$ cat src/hdl/usc_pkg.sv
// constants and types for the user serial channel
//------------------------------------------------------------
// Summary of operation
//------------------------------------------------------------
package usc_pkg;
	localparam int USC_CLK_HZ = 200_000_000;
	localparam int USC_CLK_PERIOD_NS = 5;
	localparam int USC_MS_NS = 1_000_000;
	localparam int USC_MS_CYCLES = USC_MS_NS / USC_CLK_PERIOD_NS;
	localparam int USC_BAUD0 = 9600;
	localparam int USC_BAUD1 = 19200;
	localparam int USC_BAUD2 = 38400;
	localparam int USC_BAUD3 = 57600;
	localparam int USC_BAUD4 = 76800;
	localparam int USC_BAUD5 = 115200;
	localparam int USC_ADDR_W = 8;
	localparam logic [7:0] USC_OFS_FORMAT = 8'h00;
	localparam logic [7:0] USC_OFS_DUPLEX = 8'h04;
	localparam logic [7:0] USC_OFS_FLOW = 8'h08;
	localparam logic [7:0] USC_OFS_CTRL = 8'h0C;
	localparam logic [7:0] USC_OFS_STATUS = 8'h10;
	localparam logic [7:0] USC_OFS_MASK = 8'h14;
	localparam logic [7:0] USC_OFS_TXDATA = 8'h18;
	localparam logic [7:0] USC_OFS_RXDATA = 8'h1C;
	localparam logic [7:0] USC_OFS_INFO = 8'h20;
	localparam logic [31:0] USC_RST_FORMAT = 32'h28100000;
	localparam logic [31:0] USC_RST_DUPLEX = 32'h00000001;
	localparam logic [31:0] USC_RST_FLOW = 32'h01118040;
	localparam int USC_RXBUF_DEPTH = 64;
	localparam logic [8:0] USC_RXBUF_SIZE = 9'h040;
	localparam logic [7:0] USC_RXBUF_QUARTER = 8'h10;
	localparam logic [7:0] USC_XON = 8'h11;
	localparam logic [7:0] USC_XOFF = 8'h13;
	localparam int USC_EV_RX = 0;
	localparam int USC_EV_TXDONE = 1;
	localparam int USC_EV_OVERRUN = 2;
	localparam int USC_EV_PARITY = 3;
	localparam int USC_EV_FRAME = 4;
	localparam int USC_EV_W = 5;
	localparam logic [1:0] USC_RESP_OKAY = 2'h0;
	localparam logic [1:0] USC_RESP_SLVERR = 2'h2;
	typedef struct packed {
		logic active;
		logic d8;
		logic par_en;
		logic par_odd;
		logic two_stop;
		logic half;
		logic full;
		logic cts_chk;
		logic fc_xon;
		logic fc_hw;
	} usc_cfg_t;
	typedef struct packed {
		logic [3:0] len;
		logic [11:0] bits;
	} usc_frame_t;
endpackage : usc_pkg

$ cat src/hdl/usc_top.sv
// user serial channel: axi4-lite registers, transmitter, receiver, flow control
//
// Decided for this implementation: the address map and the AXI4-Lite slave port.
`timescale 1ns/1ps
`default_nettype none
module usc_top import usc_pkg::*; #(
	parameter int MS_CYCLES = USC_MS_CYCLES
) (
	input wire logic ref_clk,
	input wire logic rstn,
	input wire logic s_axi_awvalid,
	output logic s_axi_awready,
	input wire logic [USC_ADDR_W-1:0] s_axi_awaddr,
	input wire logic s_axi_wvalid,
	output logic s_axi_wready,
	input wire logic [31:0] s_axi_wdata,
	input wire logic [3:0] s_axi_wstrb,
	output logic s_axi_bvalid,
	input wire logic s_axi_bready,
	output logic [1:0] s_axi_bresp,
	input wire logic s_axi_arvalid,
	output logic s_axi_arready,
	input wire logic [USC_ADDR_W-1:0] s_axi_araddr,
	output logic s_axi_rvalid,
	input wire logic s_axi_rready,
	output logic [31:0] s_axi_rdata,
	output logic [1:0] s_axi_rresp,
	input wire logic serial_rxd,
	output logic serial_txd,
	input wire logic cts_n,
	output logic rts_n,
	output logic irq
);
	typedef enum logic {TX_IDLE, TX_RUN} usc_tx_state_t;
	typedef enum logic {RX_IDLE, RX_RUN} usc_rx_state_t;

	//------------------------------------------------------------
	// helpers
	//------------------------------------------------------------
	function automatic logic [15:0] baud_div(input logic [3:0] code);
		int r;
		case (code)
			4'h1: r = USC_CLK_HZ / USC_BAUD1;
			4'h2: r = USC_CLK_HZ / USC_BAUD2;
			4'h3: r = USC_CLK_HZ / USC_BAUD3;
			4'h4: r = USC_CLK_HZ / USC_BAUD4;
			4'h5: r = USC_CLK_HZ / USC_BAUD5;
			default: r = USC_CLK_HZ / USC_BAUD0;
		endcase
		return r[15:0];
	endfunction

	function automatic logic [31:0] strb_merge(input logic [31:0] old, input logic [31:0] nw,
			input logic [3:0] strb);
		logic [31:0] r;
		r = old;
		for (int i = 0; i < 4; i++) begin
			if (strb[i]) begin
				r[8*i +: 8] = nw[8*i +: 8];
			end
		end
		return r;
	endfunction

	function automatic logic par_of(input logic [7:0] d, input usc_cfg_t c);
		return (c.d8 ? ^d : ^d[6:0]) ^ c.par_odd;
	endfunction

	function automatic usc_frame_t make_frame(input logic [7:0] d, input usc_cfg_t c);
		usc_frame_t f;
		f.bits = 12'hFFF;
		f.bits[0] = 1'b0;
		f.bits[7:1] = d[6:0];
		if (c.d8) begin
			f.bits[8] = d[7];
		end
		if (c.par_en) begin
			f.bits[c.d8 ? 9 : 8] = par_of(d, c);
		end
		f.len = 4'h9 + {3'h0, c.d8} + {3'h0, c.par_en} + {3'h0, c.two_stop};
		return f;
	endfunction

	//------------------------------------------------------------
	// registers and decode
	//------------------------------------------------------------
	logic [31:0] fmt_word;
	logic [31:0] dup_word;
	logic [31:0] flow_word;
	logic port_open;
	logic [USC_EV_W-1:0] stat;
	logic [USC_EV_W-1:0] mask;
	logic [USC_EV_W-1:0] ev_set;
	logic [7:0] tx_data;
	logic tx_full;
	usc_cfg_t cfg;
	// reserved nibbles are kept in storage and read back, but no decode below uses them
	assign cfg.active = fmt_word[3:0] == 4'h1;
	assign cfg.d8 = fmt_word[27:24] == 4'h8;
	assign cfg.two_stop = fmt_word[23:20] == 4'h2;
	assign cfg.par_en = fmt_word[19:16] == 4'h1 || fmt_word[19:16] == 4'h2;
	assign cfg.par_odd = fmt_word[19:16] == 4'h1;
	assign cfg.half = dup_word[15:12] == 4'h1;
	assign cfg.full = dup_word[15:12] == 4'h0;
	assign cfg.cts_chk = dup_word[11:8] == 4'h1;
	assign cfg.fc_xon = cfg.full && flow_word[31:28] == 4'h1;
	assign cfg.fc_hw = cfg.full && flow_word[31:28] == 4'h2;
	wire [15:0] div = baud_div(fmt_word[31:28]);
	wire [7:0] hi_raw = flow_word[15:8];
	wire [7:0] lo_raw = flow_word[7:0];
	wire thr_bad = ({1'b0, lo_raw} + {1'b0, hi_raw}) >= USC_RXBUF_SIZE;
	wire [7:0] thr_hi = thr_bad ? USC_RXBUF_QUARTER : hi_raw;
	wire [7:0] thr_lo = thr_bad ? USC_RXBUF_QUARTER : lo_raw;

	//------------------------------------------------------------
	// axi4-lite slave
	//------------------------------------------------------------
	logic aw_got;
	logic w_got;
	logic [USC_ADDR_W-1:0] aw_addr;
	logic [31:0] w_data;
	logic [3:0] w_strb;
	wire wr_go = aw_got && w_got && !s_axi_bvalid;
	wire wr_fmt = wr_go && aw_addr == USC_OFS_FORMAT;
	wire wr_dup = wr_go && aw_addr == USC_OFS_DUPLEX;
	wire wr_flow = wr_go && aw_addr == USC_OFS_FLOW;
	wire wr_ctrl = wr_go && aw_addr == USC_OFS_CTRL && w_strb[0];
	wire wr_stat = wr_go && aw_addr == USC_OFS_STATUS && w_strb[0];
	wire wr_mask = wr_go && aw_addr == USC_OFS_MASK && w_strb[0];
	wire wr_tx = wr_go && aw_addr == USC_OFS_TXDATA && w_strb[0];
	wire wr_known = aw_addr <= USC_OFS_TXDATA && aw_addr[1:0] == 2'h0;
	wire soft_rst = wr_ctrl && w_data[1];
	wire rd_go = s_axi_arvalid && s_axi_arready;
	wire rd_pop;
	logic [6:0] rx_count;
	logic [7:0] rx_head;
	logic tx_busy;
	logic tx_en;
	logic stop_req;
	logic [31:0] rd_val;
	logic rd_ok;
	always_comb begin
		rd_ok = 1'b1;
		if (s_axi_araddr == USC_OFS_FORMAT) begin
			rd_val = fmt_word;
		end else if (s_axi_araddr == USC_OFS_DUPLEX) begin
			rd_val = dup_word;
		end else if (s_axi_araddr == USC_OFS_FLOW) begin
			rd_val = flow_word;
		end else if (s_axi_araddr == USC_OFS_CTRL) begin
			rd_val = {31'h0, port_open};
		end else if (s_axi_araddr == USC_OFS_STATUS) begin
			rd_val = {27'h0, stat};
		end else if (s_axi_araddr == USC_OFS_MASK) begin
			rd_val = {27'h0, mask};
		end else if (s_axi_araddr == USC_OFS_TXDATA) begin
			rd_val = {24'h0, tx_data};
		end else if (s_axi_araddr == USC_OFS_RXDATA) begin
			rd_val = {23'h0, rx_count != 7'h0, rx_head};
		end else if (s_axi_araddr == USC_OFS_INFO) begin
			rd_val = {20'h0, stop_req, tx_en, tx_busy, tx_full, 1'b0, rx_count};
		end else begin
			rd_val = 32'h0;
			rd_ok = 1'b0;
		end
	end
	assign rd_pop = rd_go && s_axi_araddr == USC_OFS_RXDATA && rx_count != 7'h0;

	always_ff @(posedge ref_clk) begin
		if (!rstn) begin
			s_axi_awready <= 1'b0;
			s_axi_wready <= 1'b0;
			s_axi_bvalid <= 1'b0;
			s_axi_bresp <= USC_RESP_OKAY;
			aw_got <= 1'b0;
			w_got <= 1'b0;
			aw_addr <= '0;
			w_data <= 32'h0;
			w_strb <= 4'h0;
		end else begin
			// no new address or data while a response is still waiting
			s_axi_awready <= !aw_got && !(s_axi_awvalid && s_axi_awready) && !wr_go &&
				!s_axi_bvalid;
			s_axi_wready <= !w_got && !(s_axi_wvalid && s_axi_wready) && !wr_go &&
				!s_axi_bvalid;
			if (s_axi_awvalid && s_axi_awready) begin
				aw_got <= 1'b1;
				aw_addr <= s_axi_awaddr;
			end
			if (s_axi_wvalid && s_axi_wready) begin
				w_got <= 1'b1;
				w_data <= s_axi_wdata;
				w_strb <= s_axi_wstrb;
			end
			if (wr_go) begin
				aw_got <= 1'b0;
				w_got <= 1'b0;
				s_axi_bvalid <= 1'b1;
				s_axi_bresp <= wr_known ? USC_RESP_OKAY : USC_RESP_SLVERR;
			end else if (s_axi_bvalid && s_axi_bready) begin
				s_axi_bvalid <= 1'b0;
			end
		end
	end

	always_ff @(posedge ref_clk) begin
		if (!rstn) begin
			s_axi_arready <= 1'b0;
			s_axi_rvalid <= 1'b0;
			s_axi_rdata <= 32'h0;
			s_axi_rresp <= USC_RESP_OKAY;
		end else if (rd_go) begin
			s_axi_arready <= 1'b0;
			s_axi_rvalid <= 1'b1;
			s_axi_rdata <= rd_val;
			s_axi_rresp <= rd_ok ? USC_RESP_OKAY : USC_RESP_SLVERR;
		end else if (s_axi_rvalid && s_axi_rready) begin
			s_axi_rvalid <= 1'b0;
		end else begin
			s_axi_arready <= !s_axi_rvalid;
		end
	end

	always_ff @(posedge ref_clk) begin
		if (!rstn) begin
			fmt_word <= USC_RST_FORMAT;
			dup_word <= USC_RST_DUPLEX;
			flow_word <= USC_RST_FLOW;
			port_open <= 1'b0;
			mask <= '0;
			stat <= '0;
			irq <= 1'b0;
		end else begin
			if (wr_fmt) begin
				fmt_word <= strb_merge(fmt_word, w_data, w_strb);
			end
			if (wr_dup) begin
				dup_word <= strb_merge(dup_word, w_data, w_strb);
			end
			if (wr_flow) begin
				flow_word <= strb_merge(flow_word, w_data, w_strb);
			end
			if (wr_ctrl) begin
				port_open <= w_data[0];
			end
			if (wr_mask) begin
				mask <= w_data[USC_EV_W-1:0];
			end
			// a new event beats a write-one-to-clear in the same cycle
			stat <= (stat & ~(wr_stat ? w_data[USC_EV_W-1:0] : '0)) | ev_set;
			irq <= |(((stat & ~(wr_stat ? w_data[USC_EV_W-1:0] : '0)) | ev_set) & mask);
		end
	end

	//------------------------------------------------------------
	// millisecond timers: 0 = character gap, 1 = turnaround
	//------------------------------------------------------------
	logic [1:0] tmr_load;
	logic [7:0] tmr_val [2];
	logic [1:0] tmr_busy;
	logic tx_char_done;
	logic rx_char_done;
	assign tmr_load[0] = tx_char_done;
	assign tmr_val[0] = {4'h0, dup_word[19:16]};
	assign tmr_load[1] = rx_char_done && cfg.half;
	assign tmr_val[1] = dup_word[7:0];
	for (genvar g = 0; g < 2; g++) begin : gen_tmr
		logic [17:0] ms_cnt;
		logic [7:0] left;
		assign tmr_busy[g] = left != 8'h0;
		always_ff @(posedge ref_clk) begin
			if (!rstn || soft_rst) begin
				ms_cnt <= 18'h0;
				left <= 8'h0;
			end else if (tmr_load[g]) begin
				ms_cnt <= 18'h0;
				left <= tmr_val[g];
			end else if (left != 8'h0) begin
				if (ms_cnt == 18'(MS_CYCLES - 1)) begin
					ms_cnt <= 18'h0;
					left <= left - 8'h1;
				end else begin
					ms_cnt <= ms_cnt + 18'h1;
				end
			end
		end
	end

	//------------------------------------------------------------
	// flow control state
	//------------------------------------------------------------
	logic ctl_pend;
	logic [7:0] ctl_char;
	logic rst_xon;
	logic port_open_d;
	logic rx_xon_seen;
	logic rx_xoff_seen;
	logic tx_take_ctl;
	logic tx_take_rxon;
	logic tx_take_dat;
	// stop while at or above high, release only at or below low
	wire next_stop_req = ({1'b0, rx_count} >= thr_hi) ? 1'b1 :
		(({1'b0, rx_count} <= thr_lo) ? 1'b0 : stop_req);
	wire open_rise = port_open && !port_open_d;
	wire open_fall = !port_open && port_open_d;
	wire close_ctl = cfg.fc_xon && open_fall &&
		(flow_word[19:16] == 4'h1 || flow_word[19:16] == 4'h2);
	wire thr_ctl = cfg.fc_xon && next_stop_req != stop_req;
	always_ff @(posedge ref_clk) begin
		if (!rstn) begin
			stop_req <= 1'b0;
			port_open_d <= 1'b0;
			tx_en <= 1'b1;
			ctl_pend <= 1'b0;
			ctl_char <= USC_XON;
			rst_xon <= 1'b0;
			rts_n <= 1'b0;
		end else begin
			stop_req <= next_stop_req;
			port_open_d <= port_open;
			rts_n <= cfg.fc_hw && next_stop_req;
			if (soft_rst) begin
				tx_en <= 1'b1;
				rst_xon <= cfg.fc_xon && flow_word[27:24] == 4'h1;
			end else if (tx_take_rxon) begin
				rst_xon <= 1'b0;
			end
			if (open_rise && cfg.fc_xon) begin
				tx_en <= flow_word[23:20] == 4'h1;
			end else if (rx_xoff_seen) begin
				tx_en <= 1'b0;
			end else if (rx_xon_seen) begin
				tx_en <= 1'b1;
			end
			// the newest request wins the single slot
			if (close_ctl) begin
				ctl_pend <= 1'b1;
				ctl_char <= flow_word[19:16] == 4'h1 ? USC_XON : USC_XOFF;
			end else if (thr_ctl) begin
				ctl_pend <= 1'b1;
				ctl_char <= next_stop_req ? USC_XOFF : USC_XON;
			end else if (tx_take_ctl || soft_rst) begin
				ctl_pend <= 1'b0;
			end
		end
	end

	//------------------------------------------------------------
	// transmitter
	//------------------------------------------------------------
	usc_tx_state_t tx_state;
	usc_frame_t tx_frame;
	logic [3:0] tx_left;
	logic [15:0] tx_cnt;
	wire cts_need = (cfg.half && cfg.cts_chk) || cfg.fc_hw;
	wire cts_ok = !cts_need || !cts_n;
	wire tx_gate = cfg.active && tx_state == TX_IDLE && !tmr_busy[0] &&
		!(cfg.half && tmr_busy[1]);
	assign tx_take_ctl = tx_gate && ctl_pend && cfg.fc_xon;
	assign tx_take_rxon = tx_gate && !tx_take_ctl && rst_xon && tx_en && cfg.fc_xon;
	assign tx_take_dat = tx_gate && !tx_take_ctl && !tx_take_rxon && tx_full && port_open &&
		cts_ok && (!cfg.fc_xon || tx_en);
	wire [7:0] tx_pick = tx_take_ctl ? ctl_char : (tx_take_rxon ? USC_XON : tx_data);
	wire usc_frame_t tx_new = make_frame(tx_pick, cfg);
	assign tx_busy = tx_state == TX_RUN;
	always_ff @(posedge ref_clk) begin
		if (!rstn || soft_rst) begin
			tx_state <= TX_IDLE;
			tx_frame <= '0;
			tx_left <= 4'h0;
			tx_cnt <= 16'h0;
			serial_txd <= 1'b1;
			tx_char_done <= 1'b0;
			tx_full <= 1'b0;
			tx_data <= 8'h0;
		end else begin
			tx_char_done <= 1'b0;
			if (wr_tx && !tx_full) begin
				tx_full <= 1'b1;
				tx_data <= w_data[7:0];
			end else if (tx_take_dat) begin
				tx_full <= 1'b0;
			end
			case (tx_state)
				TX_IDLE: begin
					serial_txd <= 1'b1;
					if (tx_take_ctl || tx_take_rxon || tx_take_dat) begin
						tx_frame <= tx_new;
						tx_left <= tx_new.len;
						tx_cnt <= div - 16'h1;
						serial_txd <= 1'b0;
						tx_state <= TX_RUN;
					end
				end
				TX_RUN: begin
					if (tx_cnt != 16'h0) begin
						tx_cnt <= tx_cnt - 16'h1;
					end else if (tx_left == 4'h1) begin
						serial_txd <= 1'b1;
						tx_char_done <= 1'b1;
						tx_state <= TX_IDLE;
					end else begin
						tx_frame.bits <= {1'b1, tx_frame.bits[11:1]};
						serial_txd <= tx_frame.bits[1];
						tx_left <= tx_left - 4'h1;
						tx_cnt <= div - 16'h1;
					end
				end
				default: tx_state <= TX_IDLE;
			endcase
		end
	end

	//------------------------------------------------------------
	// receiver and receive buffer
	//------------------------------------------------------------
	usc_rx_state_t rx_state;
	logic [11:0] rx_bits;
	logic [3:0] rx_idx;
	logic [15:0] rx_cnt;
	logic [7:0] rx_mem [USC_RXBUF_DEPTH];
	logic [5:0] rx_wp;
	logic [5:0] rx_rp;
	// samples: start, data, parity, first stop; a second stop is not checked
	wire [3:0] rx_last = 4'h8 + {3'h0, cfg.d8} + {3'h0, cfg.par_en};
	wire [11:0] rx_all = rx_bits | (12'h001 << rx_idx) & {12{serial_rxd}};
	wire [7:0] rx_byte = cfg.d8 ? rx_all[8:1] : {1'b0, rx_all[7:1]};
	wire rx_par_bad = cfg.par_en && (rx_all[cfg.d8 ? 9 : 8] != par_of(rx_byte, cfg));
	wire rx_end = rx_state == RX_RUN && rx_cnt == 16'h0 && rx_idx == rx_last;
	wire rx_ok = rx_end && serial_rxd && !rx_par_bad;
	wire rx_ctl = cfg.fc_xon && (rx_byte == USC_XON || rx_byte == USC_XOFF);
	wire rx_push = rx_ok && !rx_ctl && rx_count != USC_RXBUF_SIZE[6:0];
	assign rx_head = rx_mem[rx_rp];
	assign rx_xon_seen = rx_ok && cfg.fc_xon && rx_byte == USC_XON;
	assign rx_xoff_seen = rx_ok && cfg.fc_xon && rx_byte == USC_XOFF;
	assign ev_set[USC_EV_RX] = rx_push;
	assign ev_set[USC_EV_TXDONE] = tx_char_done;
	assign ev_set[USC_EV_OVERRUN] = rx_ok && !rx_ctl && !rx_push;
	assign ev_set[USC_EV_PARITY] = rx_end && rx_par_bad;
	assign ev_set[USC_EV_FRAME] = rx_end && !serial_rxd;
	always_ff @(posedge ref_clk) begin
		if (!rstn || soft_rst) begin
			rx_state <= RX_IDLE;
			rx_bits <= 12'h0;
			rx_idx <= 4'h0;
			rx_cnt <= 16'h0;
			rx_char_done <= 1'b0;
		end else begin
			rx_char_done <= rx_end;
			case (rx_state)
				RX_IDLE: begin
					if (cfg.active && !serial_rxd) begin
						rx_state <= RX_RUN;
						rx_cnt <= {1'b0, div[15:1]};
						rx_idx <= 4'h0;
						rx_bits <= 12'h0;
					end
				end
				RX_RUN: begin
					if (rx_cnt != 16'h0) begin
						rx_cnt <= rx_cnt - 16'h1;
					end else if ((rx_idx == 4'h0 && serial_rxd) || rx_end) begin
						// a glitch on the start bit is simply dropped
						rx_state <= RX_IDLE;
					end else begin
						rx_bits <= rx_all;
						rx_idx <= rx_idx + 4'h1;
						rx_cnt <= div - 16'h1;
					end
				end
				default: rx_state <= RX_IDLE;
			endcase
		end
	end

	always_ff @(posedge ref_clk) begin
		if (!rstn || soft_rst) begin
			rx_wp <= 6'h0;
			rx_rp <= 6'h0;
			rx_count <= 7'h0;
		end else begin
			if (rx_push) begin
				rx_mem[rx_wp] <= rx_byte;
				rx_wp <= rx_wp + 6'h1;
			end
			if (rd_pop) begin
				rx_rp <= rx_rp + 6'h1;
			end
			rx_count <= rx_count + {6'h0, rx_push} - {6'h0, rd_pop};
		end
	end
endmodule // usc_top
`default_nettype wire
$ cat config.mk
export PLATFORM = sky130hd
export DESIGN_NAME = usc_top
export DESIGN_NICKNAME = d
export VERILOG_FILES = /design/src/hdl/usc_pkg.sv /design/src/hdl/usc_top.sv
export SDC_FILE = /design/constraint.sdc
export NUM_CORES = 1
export LEC_CHECK = 0
export BUFFER_PORTS_ARGS = -buffer_cell sky130_fd_sc_hd__buf_2
export CORE_MARGIN = 5
export CORE_UTILIZATION = 48
export CTS_CLUSTER_DIAMETER = 200
export DETAILED_ROUTE_END_ITERATION = 12
export HOLD_SLACK_MARGIN = 0.1
export RECOVER_POWER = 100
export SYNTH_ARGS = -nofsm -noshare
export SYNTH_HDL_FRONTEND = slang
export SYNTH_SLANG_ARGS = --single-unit
$ cat constraint.sdc
create_clock -name ref_clk -period 6.5 [get_ports ref_clk]
set_input_delay 0.65 -clock ref_clk [delete_from_list [all_inputs] [get_ports ref_clk]]
set_output_delay 0.65 -clock ref_clk [all_outputs]
set_load 0.01 [all_outputs]
Word level (Yosys, flattened, before mapping)
Memory sizes are Yosys's and may differ from the RTL's. A register that Yosys moved wholly into a read port is not among the register bits.
Cells that the tools add are included.
Widths: inputs -> output; s select.
{"block": "word_totals", "n_memories": 1, "input_bits": 61, "register_bits": 358, "mem_bits_rw": 512, "elab_cells": 410}
{"memory": "rx_mem", "depth": 64, "width": 8, "rd": 1, "rd_clocked_by_memory_dff": 1, "wr": 1, "line": "usc_top.sv:421", "source": "logic [7:0] rx_mem [USC_RXBUF_DEPTH];"}
{"block": "op_classes", "muxes": 109, "bitwise": 11, "shifts": 1, "magnitude_cmp": 6, "eq_ne": 49, "n_reduce_logical": 157, "addsub": 19}
{"op": "$mux 12", "count": 13}
{"op": "$mux 16", "count": 6}
{"op": "$mux 32", "count": 3}
{"op": "$mux 8", "count": 10}
{"op": "$pmux 15 s5", "count": 1}
{"op": "$logic_and 1x1->1", "count": 73}
{"op": "$eq 8x5->1 const B", "count": 9}
{"op": "$pmux 16 s2", "count": 2}
{"op": "$pmux 12 s2", "count": 2}
{"op": "$sub 16x1->16 const B", "count": 3}
{"op": "$mux 1", "count": 46}
{"op": "$eq 4x1->1 const B", "count": 10}
{"op": "$add 18x1->18 const B", "count": 2}
{"op": "$eq 18x18->1 const B", "count": 2}
{"op": "$mux 18", "count": 2}
{"op": "$mux 4", "count": 9}
{"op": "$reduce_and 2->1", "count": 17}
{"op": "$eq 8x4->1 const B", "count": 4}
{"op": "$ge 32x1->1 const B", "count": 1}
{"op": "$reduce_bool 16->1", "count": 2}
{"op": "$eq 4x2->1 const B", "count": 6}
{"op": "$logic_not 1->1", "count": 22}
{"op": "$reduce_bool 2->1", "count": 9}
{"op": "$eq 8x3->1 const B", "count": 2}
{"op": "other kinds (54)", "count": 96}

Logic depth before layout (Yosys ltp)
Gate-level depths: netlist of run 1.
{"block": "depth", "depth_word": 20, "depth_mapped": 22, "mapped_depth_nobuf": 22}

Worst setup path after synthesis of run 1
Ideal clock, no wire load.
{"block": "synth_timing", "path_kind": "input to register", "start": "input port serial_rxd", "end": "register rx_count[6]", "arrival_time_ns": 4.847, "n_path_buf": 1, "cell_stages": 21, "required_ns": 6.383, "path_slack_ns": 1.536, "path_cell_list": "buf_2 a31oi_1 inv_1 ha_1 xor2_1 xnor2_1 xor2_1 a2111oi_4 nor3_4 nand2_2 ha_1 inv_1 ha_1 fa_1 a21oi_1 o21bai_1 a21oi_1 nor2_1 nor2_1 xnor2_1 nor2_1"}
{"block": "synth_via", "elab_chain_len": 14}
{"item": "start, declared", "line": "usc_top.sv:28", "source": "input wire logic serial_rxd,"}
{"item": "$and 12x12->12 *", "line": "usc_top.sv:426", "source": "wire [11:0] rx_all = rx_bits | (12'h001 << rx_idx) & {12{serial_rxd}};"}
{"item": "$or 12x12->12 *", "line": "usc_top.sv:426"}
{"item": "named net rx_all[2]", "line": "usc_top.sv:426"}
{"item": "branches (longest 8 deep; another with $bmux 1 s4)"}
{"item": "$logic_and 1x1->1 * (2 in series)", "line": "usc_top.sv:432", "source": "wire rx_push = rx_ok && !rx_ctl && rx_count != USC_RXBUF_SIZE[6:0];"}
{"item": "$add 7x1->7 *", "line": "usc_top.sv:489", "source": "rx_count <= rx_count + {6'h0, rx_push} - {6'h0, rd_pop};"}
{"item": "$sub 7x1->7 *", "line": "usc_top.sv:489"}
{"item": "end signal, assigned", "line": "usc_top.sv:489"}
{"item": "end, declared", "line": "usc_top.sv:135", "source": "logic [6:0] rx_count;"}
Mark *: on every way through the listed nets, which the timed path passes. The select of a mux whose other input is x is not followed.
A chain may end at the register's enable or synchronous reset.

Worst setup path in the final report of run 1
{"block": "layout_timing", "start": "register rx_idx[0]", "end": "register rx_count[6]"}
{"block": "layout_via", "elab_chain_len": 15}
{"item": "start, declared", "line": "usc_top.sv:419", "source": "logic [3:0] rx_idx;"}
{"item": "start signal, assigned", "line": "usc_top.sv:467", "source": "rx_idx <= rx_idx + 4'h1;"}
{"item": "$shl 1x4->12 *", "line": "usc_top.sv:426"}
{"item": "$and 12x12->12 *", "line": "usc_top.sv:426"}
{"item": "$or 12x12->12 *", "line": "usc_top.sv:426"}
{"item": "named net rx_all[2]", "line": "usc_top.sv:426"}
{"item": "branches (longest 8 deep; another with $bmux 1 s4)"}
{"item": "$logic_and 1x1->1 * (2 in series)", "line": "usc_top.sv:432"}
{"item": "$add 7x1->7 *", "line": "usc_top.sv:489"}
{"item": "$sub 7x1->7 *", "line": "usc_top.sv:489"}
Marks and branches as above.

==> metrics.md, run 1 <==
| Metric | Value |
|---|---|
| Outcome | finished, violations left |
| Failing checks | capacitance limit, slew limit |
| Post-synth top cells | 512 x edfxtp_1, 351 x dfxtp_1, 331 x nand2_1, 225 x a21oi_1, 216 x nor2_1 |
| CORE AREA | 75950 um^2 |
| FF-to-FF Start | rx_idx[0]$_SDFFE_PP0P_ |
| Cell area after layout | 41110 um^2 |
| Leak | 13.59 nW |
| Via density per instance | 6.079 |
| Initial DRT Pass Iterations | 8 |
| First-pass GRT wire length | ~150 mm |
| H-tree levels | 3 |
| Clock Skews | 41.98 ps |
| Area share of the largest cell type after synthesis | 0.4179 |
| Crit share post-route | 0.8504 |
| CP dominant cell by count | ha_1 |
| Design Power | 11.16 mW |
| Root Driver | clkbuf_16 |
| Fmax | roughly 0.18 GHz |
| Final core utilization | 0.5413 |
| Start point of the critical path | rx_idx[0]$_SDFFE_PP0P_ |
| Seq/Total Area, Yosys | 0.6089 |
| Comb pwr share | 0.013 |
| Die ar. | about 82000 um^2 |
| Clk_lat worst skew | 660 ps |
| Switching Fraction | 0.2067 |
| Routed WL | 100.9 mm |
| Cell count after synthesis | ~3000 |
| CP max stage cell | a2111oi_0 |
| Clock Path Buffers | 3 |
| Worst flop-to-flop path endpoint | rx_count[6]$_SDFF_PP0_ |
| Synthesized cell area | 36790 um^2 |
| Worst-Margin Slew | roughly 3800 ps |
| Final nets | 3157 |
| Most frequent cell after synthesis | edfxtp_1 |
| Antenna violations before repair | 7 |
| Count of clock tree sinks | 863 |
| Critical Path Fanout Max | 8 |
| Setup TNS | 0 ps |
| Remaining Overflow, GRT | 0 |
| R2R cell count | 22 |
| RSZ-0062 raised after global routing | false |
| Yosys cell types | 93 |
| Tmin final | 5528 ps |
| Layout cells sized above 1 | 0.1322 |
| Crit-path cells | inv_1, ha_1, a31oi_1, clkinv_1, ha_1, xor2_1, xnor2_1, xor2_1, a2111oi_0, nor3_4, nand2_2, ha_1, inv_1, ha_1, fa_1, a21oi_1, o21bai_1, a21oi_1, nor2_1, nor2_1, xnor2_1, nor2_1 |
| Area grow syn2layout | 11.76% |
| Initial DRC count | 2566 |
| Wire per inst | about 24 um |
| PnR worst setup slack | 972.4 ps |
| CP max stage delay | 1110 ps |
| Setup Crit Path Kind | register to register |
| Worst setup endpoint | rx_count[6]$_SDFF_PP0_ |
| Ports | 105 |
| Buffers and inverters on the worst path | 3 |
| Async set-reset flop share out of synthesis | 0 |
| Crit path max-delay family | compound AO/OA/AOI/OAI gates |
| # DRC | 0 |
| Crit start category | register |
| Die Y | 286.8 um |
| YS warnings | 0 |
| Num CTS Buffers | 89 |
| Top post-synthesis cells by area | edfxtp_1 42%, dfxtp_1 19%, mux4_2 9.1% |
| P_sw | 2.307 mW |
| Clock Power Share | 0.469 |
| Max cap viols | 14 |
| Post-DP HPWL | 66.73 mm |
| Vias | 25180 |
| GRT Overall Usage | 0.2401 |
| Reg clk slew, reported paths | 60 ps |
| Synthesized flop and latch total | roughly 860 |
| Number of enable flip-flop cells after synthesis | 512 |
| Cell Int Power | 8.854 mW |
| Row cnt | roughly 100 |
| Cell taking the most area after synthesis | edfxtp_1 |
| Placement Setup Slack | 1346 ps |
| Number of global-route vias before repair | 24550 |
| Hold Path Class | input pin to register |
| Req. time, crit path | approximately 6900 ps |
| Hold buffers post-CTS | 0 |
| Slew Limit Fails | 697 |
| Final ANT Viol Nets | 0 |
| Gpl congestion | 0.9232 |
| Critical Path End Type | register |
| I/O Buffers | ~100 |
| Final Hold Viols | 0 |
| Critical Path AT | 5960 ps |
| Most common flop cell mapped by yosys | edfxtp_1 |
| # resized after CTS | 0 |
| PD cells | between 200 and 300 nW/um^2 |
| Slew headroom | -1.502 |
| Sequential power share | 0.518 |
| Largest net degree at the start of global routing | 71 |
| Die W | between 200 and 300 um |
| Maximum VDD drop | 298.0 uV |
| TritonCTS clock tree | built |
| Initial core utilization | 0.4844 |
| Critical Path Stages | 22 |
| DP Area | 38290 um^2 |
| Avg Inst Size Synth | 12.40 um^2 |
| Setup-failing EPs final | 0 |
| Setup bufs post-CTS | 0 |
| Register-to-register setup slack | roughly 1000 ps |
per-stage QoR:
stage / hold slack, ps / std cells
3_5_place_dp: 437.6 / 3975
6_report: 206.2 / 4143
4_1_cts: 177.5 / 4139
5_1_grt: 194.3 / 4139
3_3_place_gp: 433.8 / 3975
2_1_floorplan: 419.7 / 2968
routing by layer:
layer  vias to the layer above  wire length, um  track usage
met4                         4             3094      0.07502
met2                      1056            48210       0.3949
met3                       189             7758      0.04052
met5                         -               24            0
met1                     12600            41770       0.3300
li1                      11340                -            -
kinds of logic (layout without fill, tap and decap cells):
group	count (synthesis)	count (layout)	synth area share
AND/OR/NAND/NOR	1017	1017	0.1338
AO/OA/AOI/OAI	527	527	0.09003
adder cells (fa/ha/maj)	60	60	0.02082
multiplexers	186	186	0.1014
other	1	6	0.0001019
flip-flops	863	863	0.6089
XOR/XNOR	74	74	0.01762
buffers and inverters	239	380	0.02728
cell type report:
type	count	area, um^2
Antenna cell	4	10.01
Clock buffer	113	2431
Clock inverter	51	601.8
Fill cell	6323	34840
Inverter	62	234.0
Multi-Input combinational cell	1866	13350
Sequential cell	863	22410
Tap cell	1030	1289
Timing Repair Buffer	154	790.8
placed cells by master (no fill, tap or decap), drive strengths merged, types with 22 or more instances in the layout:
master	n
a211oi	22
a22oi	23
buf	89
nor2	217
a222oi	26
nor2b	22
a21oi	226
dfxtp	351
o21ai	97
xnor2	41
clkinv	38
edfxtp	512
nor4	24
or3	28
mux4	149
mux2i	34
nand4	29
nand2	332
inv	57
xor2	33
clkbuf	178
ha	58
nor3	95
nand3	162
flip-flops by register name (all words and copies together), names as in the netlist, 4 cells and up, named ones only:
register,flops
rx_mem,512
gen_tmr.ms_cnt,36
dup_word,32
flow_word,32
fmt_word,32
s_axi_rdata,32
w_data,32
gen_tmr.left,16
rx_cnt,16
tx_cnt,16
tx_frame,11
rx_bits,9
aw_addr,8
tx_data,8
rx_count,7
rx_rp,6
rx_wp,6
mask,5
stat,5
rx_idx,4
tx_left,4
w_strb,4
worst min-delay path by stage:
stage	startpoint	endpoint	slack [ps]	cells after the start
2_1_floorplan	w_got$_SDFFE_PP0P_	s_axi_wready$_SDFF_PN0_	420	1
3_3_place_gp	s_axi_rdata[10]$_SDFFE_PN0P_	s_axi_rdata[10]$_SDFFE_PN0P_	430	1
3_5_place_dp	s_axi_rdata[26]$_SDFFE_PN0P_	s_axi_rdata[26]$_SDFFE_PN0P_	440	2
4_1_cts	s_axi_rready	s_axi_rvalid$_SDFFE_PN0P_	180	2
5_1_grt	s_axi_rready	s_axi_rvalid$_SDFFE_PN0P_	190	2
6_report	s_axi_rready	s_axi_rvalid$_SDFFE_PN0P_	210	2
power by group through the flow:
| stage | Clock [mW] | Combinational [mW] | Sequential (mW) |
|---|---|---|---|
| 2_1_floorplan | 0 | 0.0982 | 5.88 |
| 3_3_place_gp | 0 | 0.147 | 5.90 |
| 3_5_place_dp | 0 | 0.149 | 5.90 |
| 4_1_cts | 5.31 | 0.150 | 5.78 |
| 5_1_grt | 5.55 | 0.162 | 5.78 |
| 6_report | 5.23 | 0.148 | 5.78 |
No activity file was read; power rests on OpenSTA's default activity.
==> run 2: changes to the inputs <==
--- a/config.mk
+++ b/config.mk
@@ -9,3 +9,3 @@
 export CORE_MARGIN = 5
-export CORE_UTILIZATION = 48
+export CORE_UTILIZATION = 40
 export CTS_CLUSTER_DIAMETER = 200
--- a/constraint.sdc
+++ b/constraint.sdc
@@ -3,2 +3,2 @@
 set_output_delay 0.65 -clock ref_clk [all_outputs]
-set_load 0.01 [all_outputs]
+set_load 0.1 [all_outputs]
==> metrics.md, run 2 (synthesized netlist as in run 1, its figures left out) <==
| Metric | Value |
|---|---|
| CORE AREA | 91520 um^2 (was 75950 um^2) |
| Gr busiest metal | met2 (unchanged) |
| Max cap viols | 21 (was 14) |
| Post-DP HPWL | 65.79 mm (was 66.73 mm) |
| TritonCTS clock tree | built (unchanged) |
| Hold buffers post-CTS | 0 (unchanged) |
| Gpl congestion | 0.9306 (was 0.9232) |
| Grt met1 use | 0.2864 (was 0.3300) |
| Final ANT Viol Nets | 0 (unchanged) |
| Failing checks | capacitance limit, slew limit (unchanged) |
| Die W | 313.3 um (was 286.8 um) |
| Clock Skews | 36.21 ps (was 41.98 ps) |
| Final std cells w/o fill | 4309 (was 4143) |
| Cell Int Power | 8.686 mW (was 8.854 mW) |
| Area grow syn2layout | 12.03% (was 11.76%) |
| Largest net degree at the start of global routing | 75 (was 71) |
| Clock Power Share | 0.461 (was 0.469) |
| Via density per instance | 5.807 (was 6.079) |
| Clk_lat worst skew | 670 ps (was 660 ps) |
| Leak | 13.59 nW (about the same) |
| Final Hold Viols | 0 (unchanged) |
| Critical Path AT | 6030 ps (was 5960 ps) |
| Hold Path Class | input pin to register (unchanged) |
| Setup-failing EPs final | 0 (unchanged) |
| Routed WL | 101.0 mm (was 100.9 mm) |
| Cell count of the worst hold path | 2 (unchanged) |
| Reg clk slew, reported paths | 60 ps (about the same) |
| Slew headroom | -1.428 (was -1.502) |
| Req. time, crit path | 6990 ps (was 6930 ps) |
| H-tree levels | 3 (unchanged) |
| Clock Path Buffers | 3 (unchanged) |
| Number of global-route vias before repair | 23750 (was 24550) |
| Largest regs | rx_mem: 512 flops, gen_tmr.ms_cnt: 36 flops (unchanged) |
| Initial core utilization | 0.4019 (was 0.4844) |
| # DRC | 0 (unchanged) |
| Met3 Track Usage GR | 0.03967 (was 0.04052) |
| GRT Overall Usage | 0.2011 (was 0.2401) |
| Largest register by flop count | rx_mem (unchanged) |
| Count of clock tree sinks | 863 (unchanged) |
| Critical Path Fanout Max | 8 (unchanged) |
| Row cnt | 111 (was 101) |
| Crit start category | register (unchanged) |
| Ports | 105 (unchanged) |
| Final nets | 3167 (was 3157) |
| Critical Path End Type | register (unchanged) |
| # resized after CTS | 0 (unchanged) |
| Most frequent cells in the layout | 512 x edfxtp_1, 349 x dfxtp_1, 331 x nand2_1 (was 512 x edfxtp_1, 348 x dfxtp_1, 331 x nand2_1) |
| Root Driver | clkbuf_16 (unchanged) |
| Fmax | 0.1805 GHz (was 0.1809 GHz) |
| Outcome | finished, violations left (unchanged) |
| Die ar. | 98140 um^2 (was 82280 um^2) |
| Comb pwr share | 0.016 (was 0.013) |
| Setup bufs post-CTS | 0 (unchanged) |
| Initial DRT Pass Iterations | 6 (was 8) |
| Wire per inst | 23.43 um (was 24.34 um) |
| Setup Crit Path Kind | register to register (unchanged) |
| Design Power | 11.04 mW (was 11.16 mW) |
| Vias | 25020 (was 25180) |
| PD cells | 267.9 nW/um^2 (was 271.5 nW/um^2) |
| Antenna violations before repair | 1 (was 7) |
| Slew Limit Fails | 836 (was 697) |
| Largest register FFs | 512 (unchanged) |
| Crit share post-route | 0.8522 (was 0.8504) |
| Remaining Overflow, GRT | 0 (unchanged) |
| Leading cell type in the layout, fill and taps excluded | edfxtp_1 (unchanged) |
| Maximum VDD drop | 203.2 uV (was 298.0 uV) |
| Fillers | 8319 (was 6323) |
| Die Y | 313.3 um (was 286.8 um) |
| Met2 Use GR | 0.3169 (was 0.3949) |
| I/O Buffers | 102 (unchanged) |
| Sequential power share | 0.523 (was 0.518) |
| RSZ-0062 raised after global routing | false (unchanged) |
| Placed Cells | 4138 (was 3975) |
| First-pass GRT wire length | 152.8 mm (was 152.5 mm) |
| Setup TNS | 0 ps (unchanged) |
| Worst-Margin Slew | 3642 ps (was 3753 ps) |
| R2R cell count | 22 (unchanged) |
| P_sw | 2.353 mW (was 2.307 mW) |
| Switching Fraction | 0.2131 (was 0.2067) |
| Layout cells sized above 1 | 0.1326 (was 0.1322) |
| Tmin final | 5540 ps (was 5528 ps) |
| Num CTS Buffers | 92 (was 89) |
| Initial DRC count | 2762 (was 2566) |
==> run 2: cell types whose count changed in the layout (fill, tap and decap cells not counted), sizes merged <==
| cell | before | now |
|---|---|---|
| clkbuf | 178 | 198 |
| inv | 57 | 65 |
| clkinv | 38 | 32 |
| diode | 4 | 2 |
| bufinv | 10 | 4 |
| clkinvlp | 8 | 3 |
| buf | 89 | 90 |
==> run 2: metal layers <==
layer	vias to the layer above	share of wire
met1	12450	0.43
met5	-	0
met3	164	0.082
li1	11380	-
met4	0	0.027
met2	1030	0.46
==> run 2: power groups by stage <==
stage	Combinational (mW)	Sequential (mW)	Clock, mW
after floorplan	0.103	5.90	0
after global routing	0.191	5.78	5.42
after CTS	0.180	5.78	5.19
after global placement	0.178	5.89	0
after detailed placement	0.179	5.89	0
final	0.177	5.78	5.08
==> run 2: path summary, 6_finish.rpt <==
kind / startpoint / endpoint / slack, ps
hold / removal: s_axi_rready / s_axi_rvalid$_SDFFE_PN0P_ / 200
setup / recovery: rx_idx[0]$_SDFFE_PP0P_ / rx_count[6]$_SDFF_PP0_ / 960
setup reg to reg: rx_idx[0]$_SDFFE_PP0P_ / rx_count[6]$_SDFF_PP0_ / 960
hold reg to reg: aw_addr[5]$_SDFFE_PN0P_ / aw_addr[5]$_SDFFE_PN0P_ / 450
==> run 2: layout make-up <==
class | count | area (um^2) | area share
Multi-Input combinational cell | 1866 | 13340 | 0.3236
Antenna cell | 2 | 5.005 | 0.0001214
Clock inverter | 42 | 389.1 | 0.009442
Sequential cell | 863 | 22410 | 0.5437
Clock buffer | 127 | 2534 | 0.06148
Timing Repair Buffer | 161 | 822.0 | 0.01995
Tap cell | 1186 | 1484 | 0.03601
Inverter | 62 | 235.2 | 0.005708
==> run 2: stage by stage <==
stage	hold slack [ps]	util	area, um^2	worst slack [ps]
2_1_floorplan	419.7	-	36790	1536
3_3_place_gp	432.1	0.4213	38560	1416
3_5_place_dp	439.1	0.4213	38560	1356
4_1_cts	162.1	0.4532	41480	1394
5_1_grt	197.8	0.4502	41210	582.2
6_report	198.6	0.4503	41210	960.5
==> run 2: worst max-delay path, cell delays in order, from the launching register on <==
cell	delay (ps)
dfxtp_1	450
inv_1	120
ha_1	230
a31oi_1	300
clkinv_1	150
ha_1	310
xor2_1	150
xnor2_1	140
xor2_1	170
a2111oi_0	1200
nor3_4	230
nand2_2	320
ha_1	170
inv_1	40
ha_1	200
fa_1	440
a21oi_1	160
o21bai_1	110
a21oi_1	160
nor2_1	60
nor2_1	110
xnor2_1	130
nor2_1	50
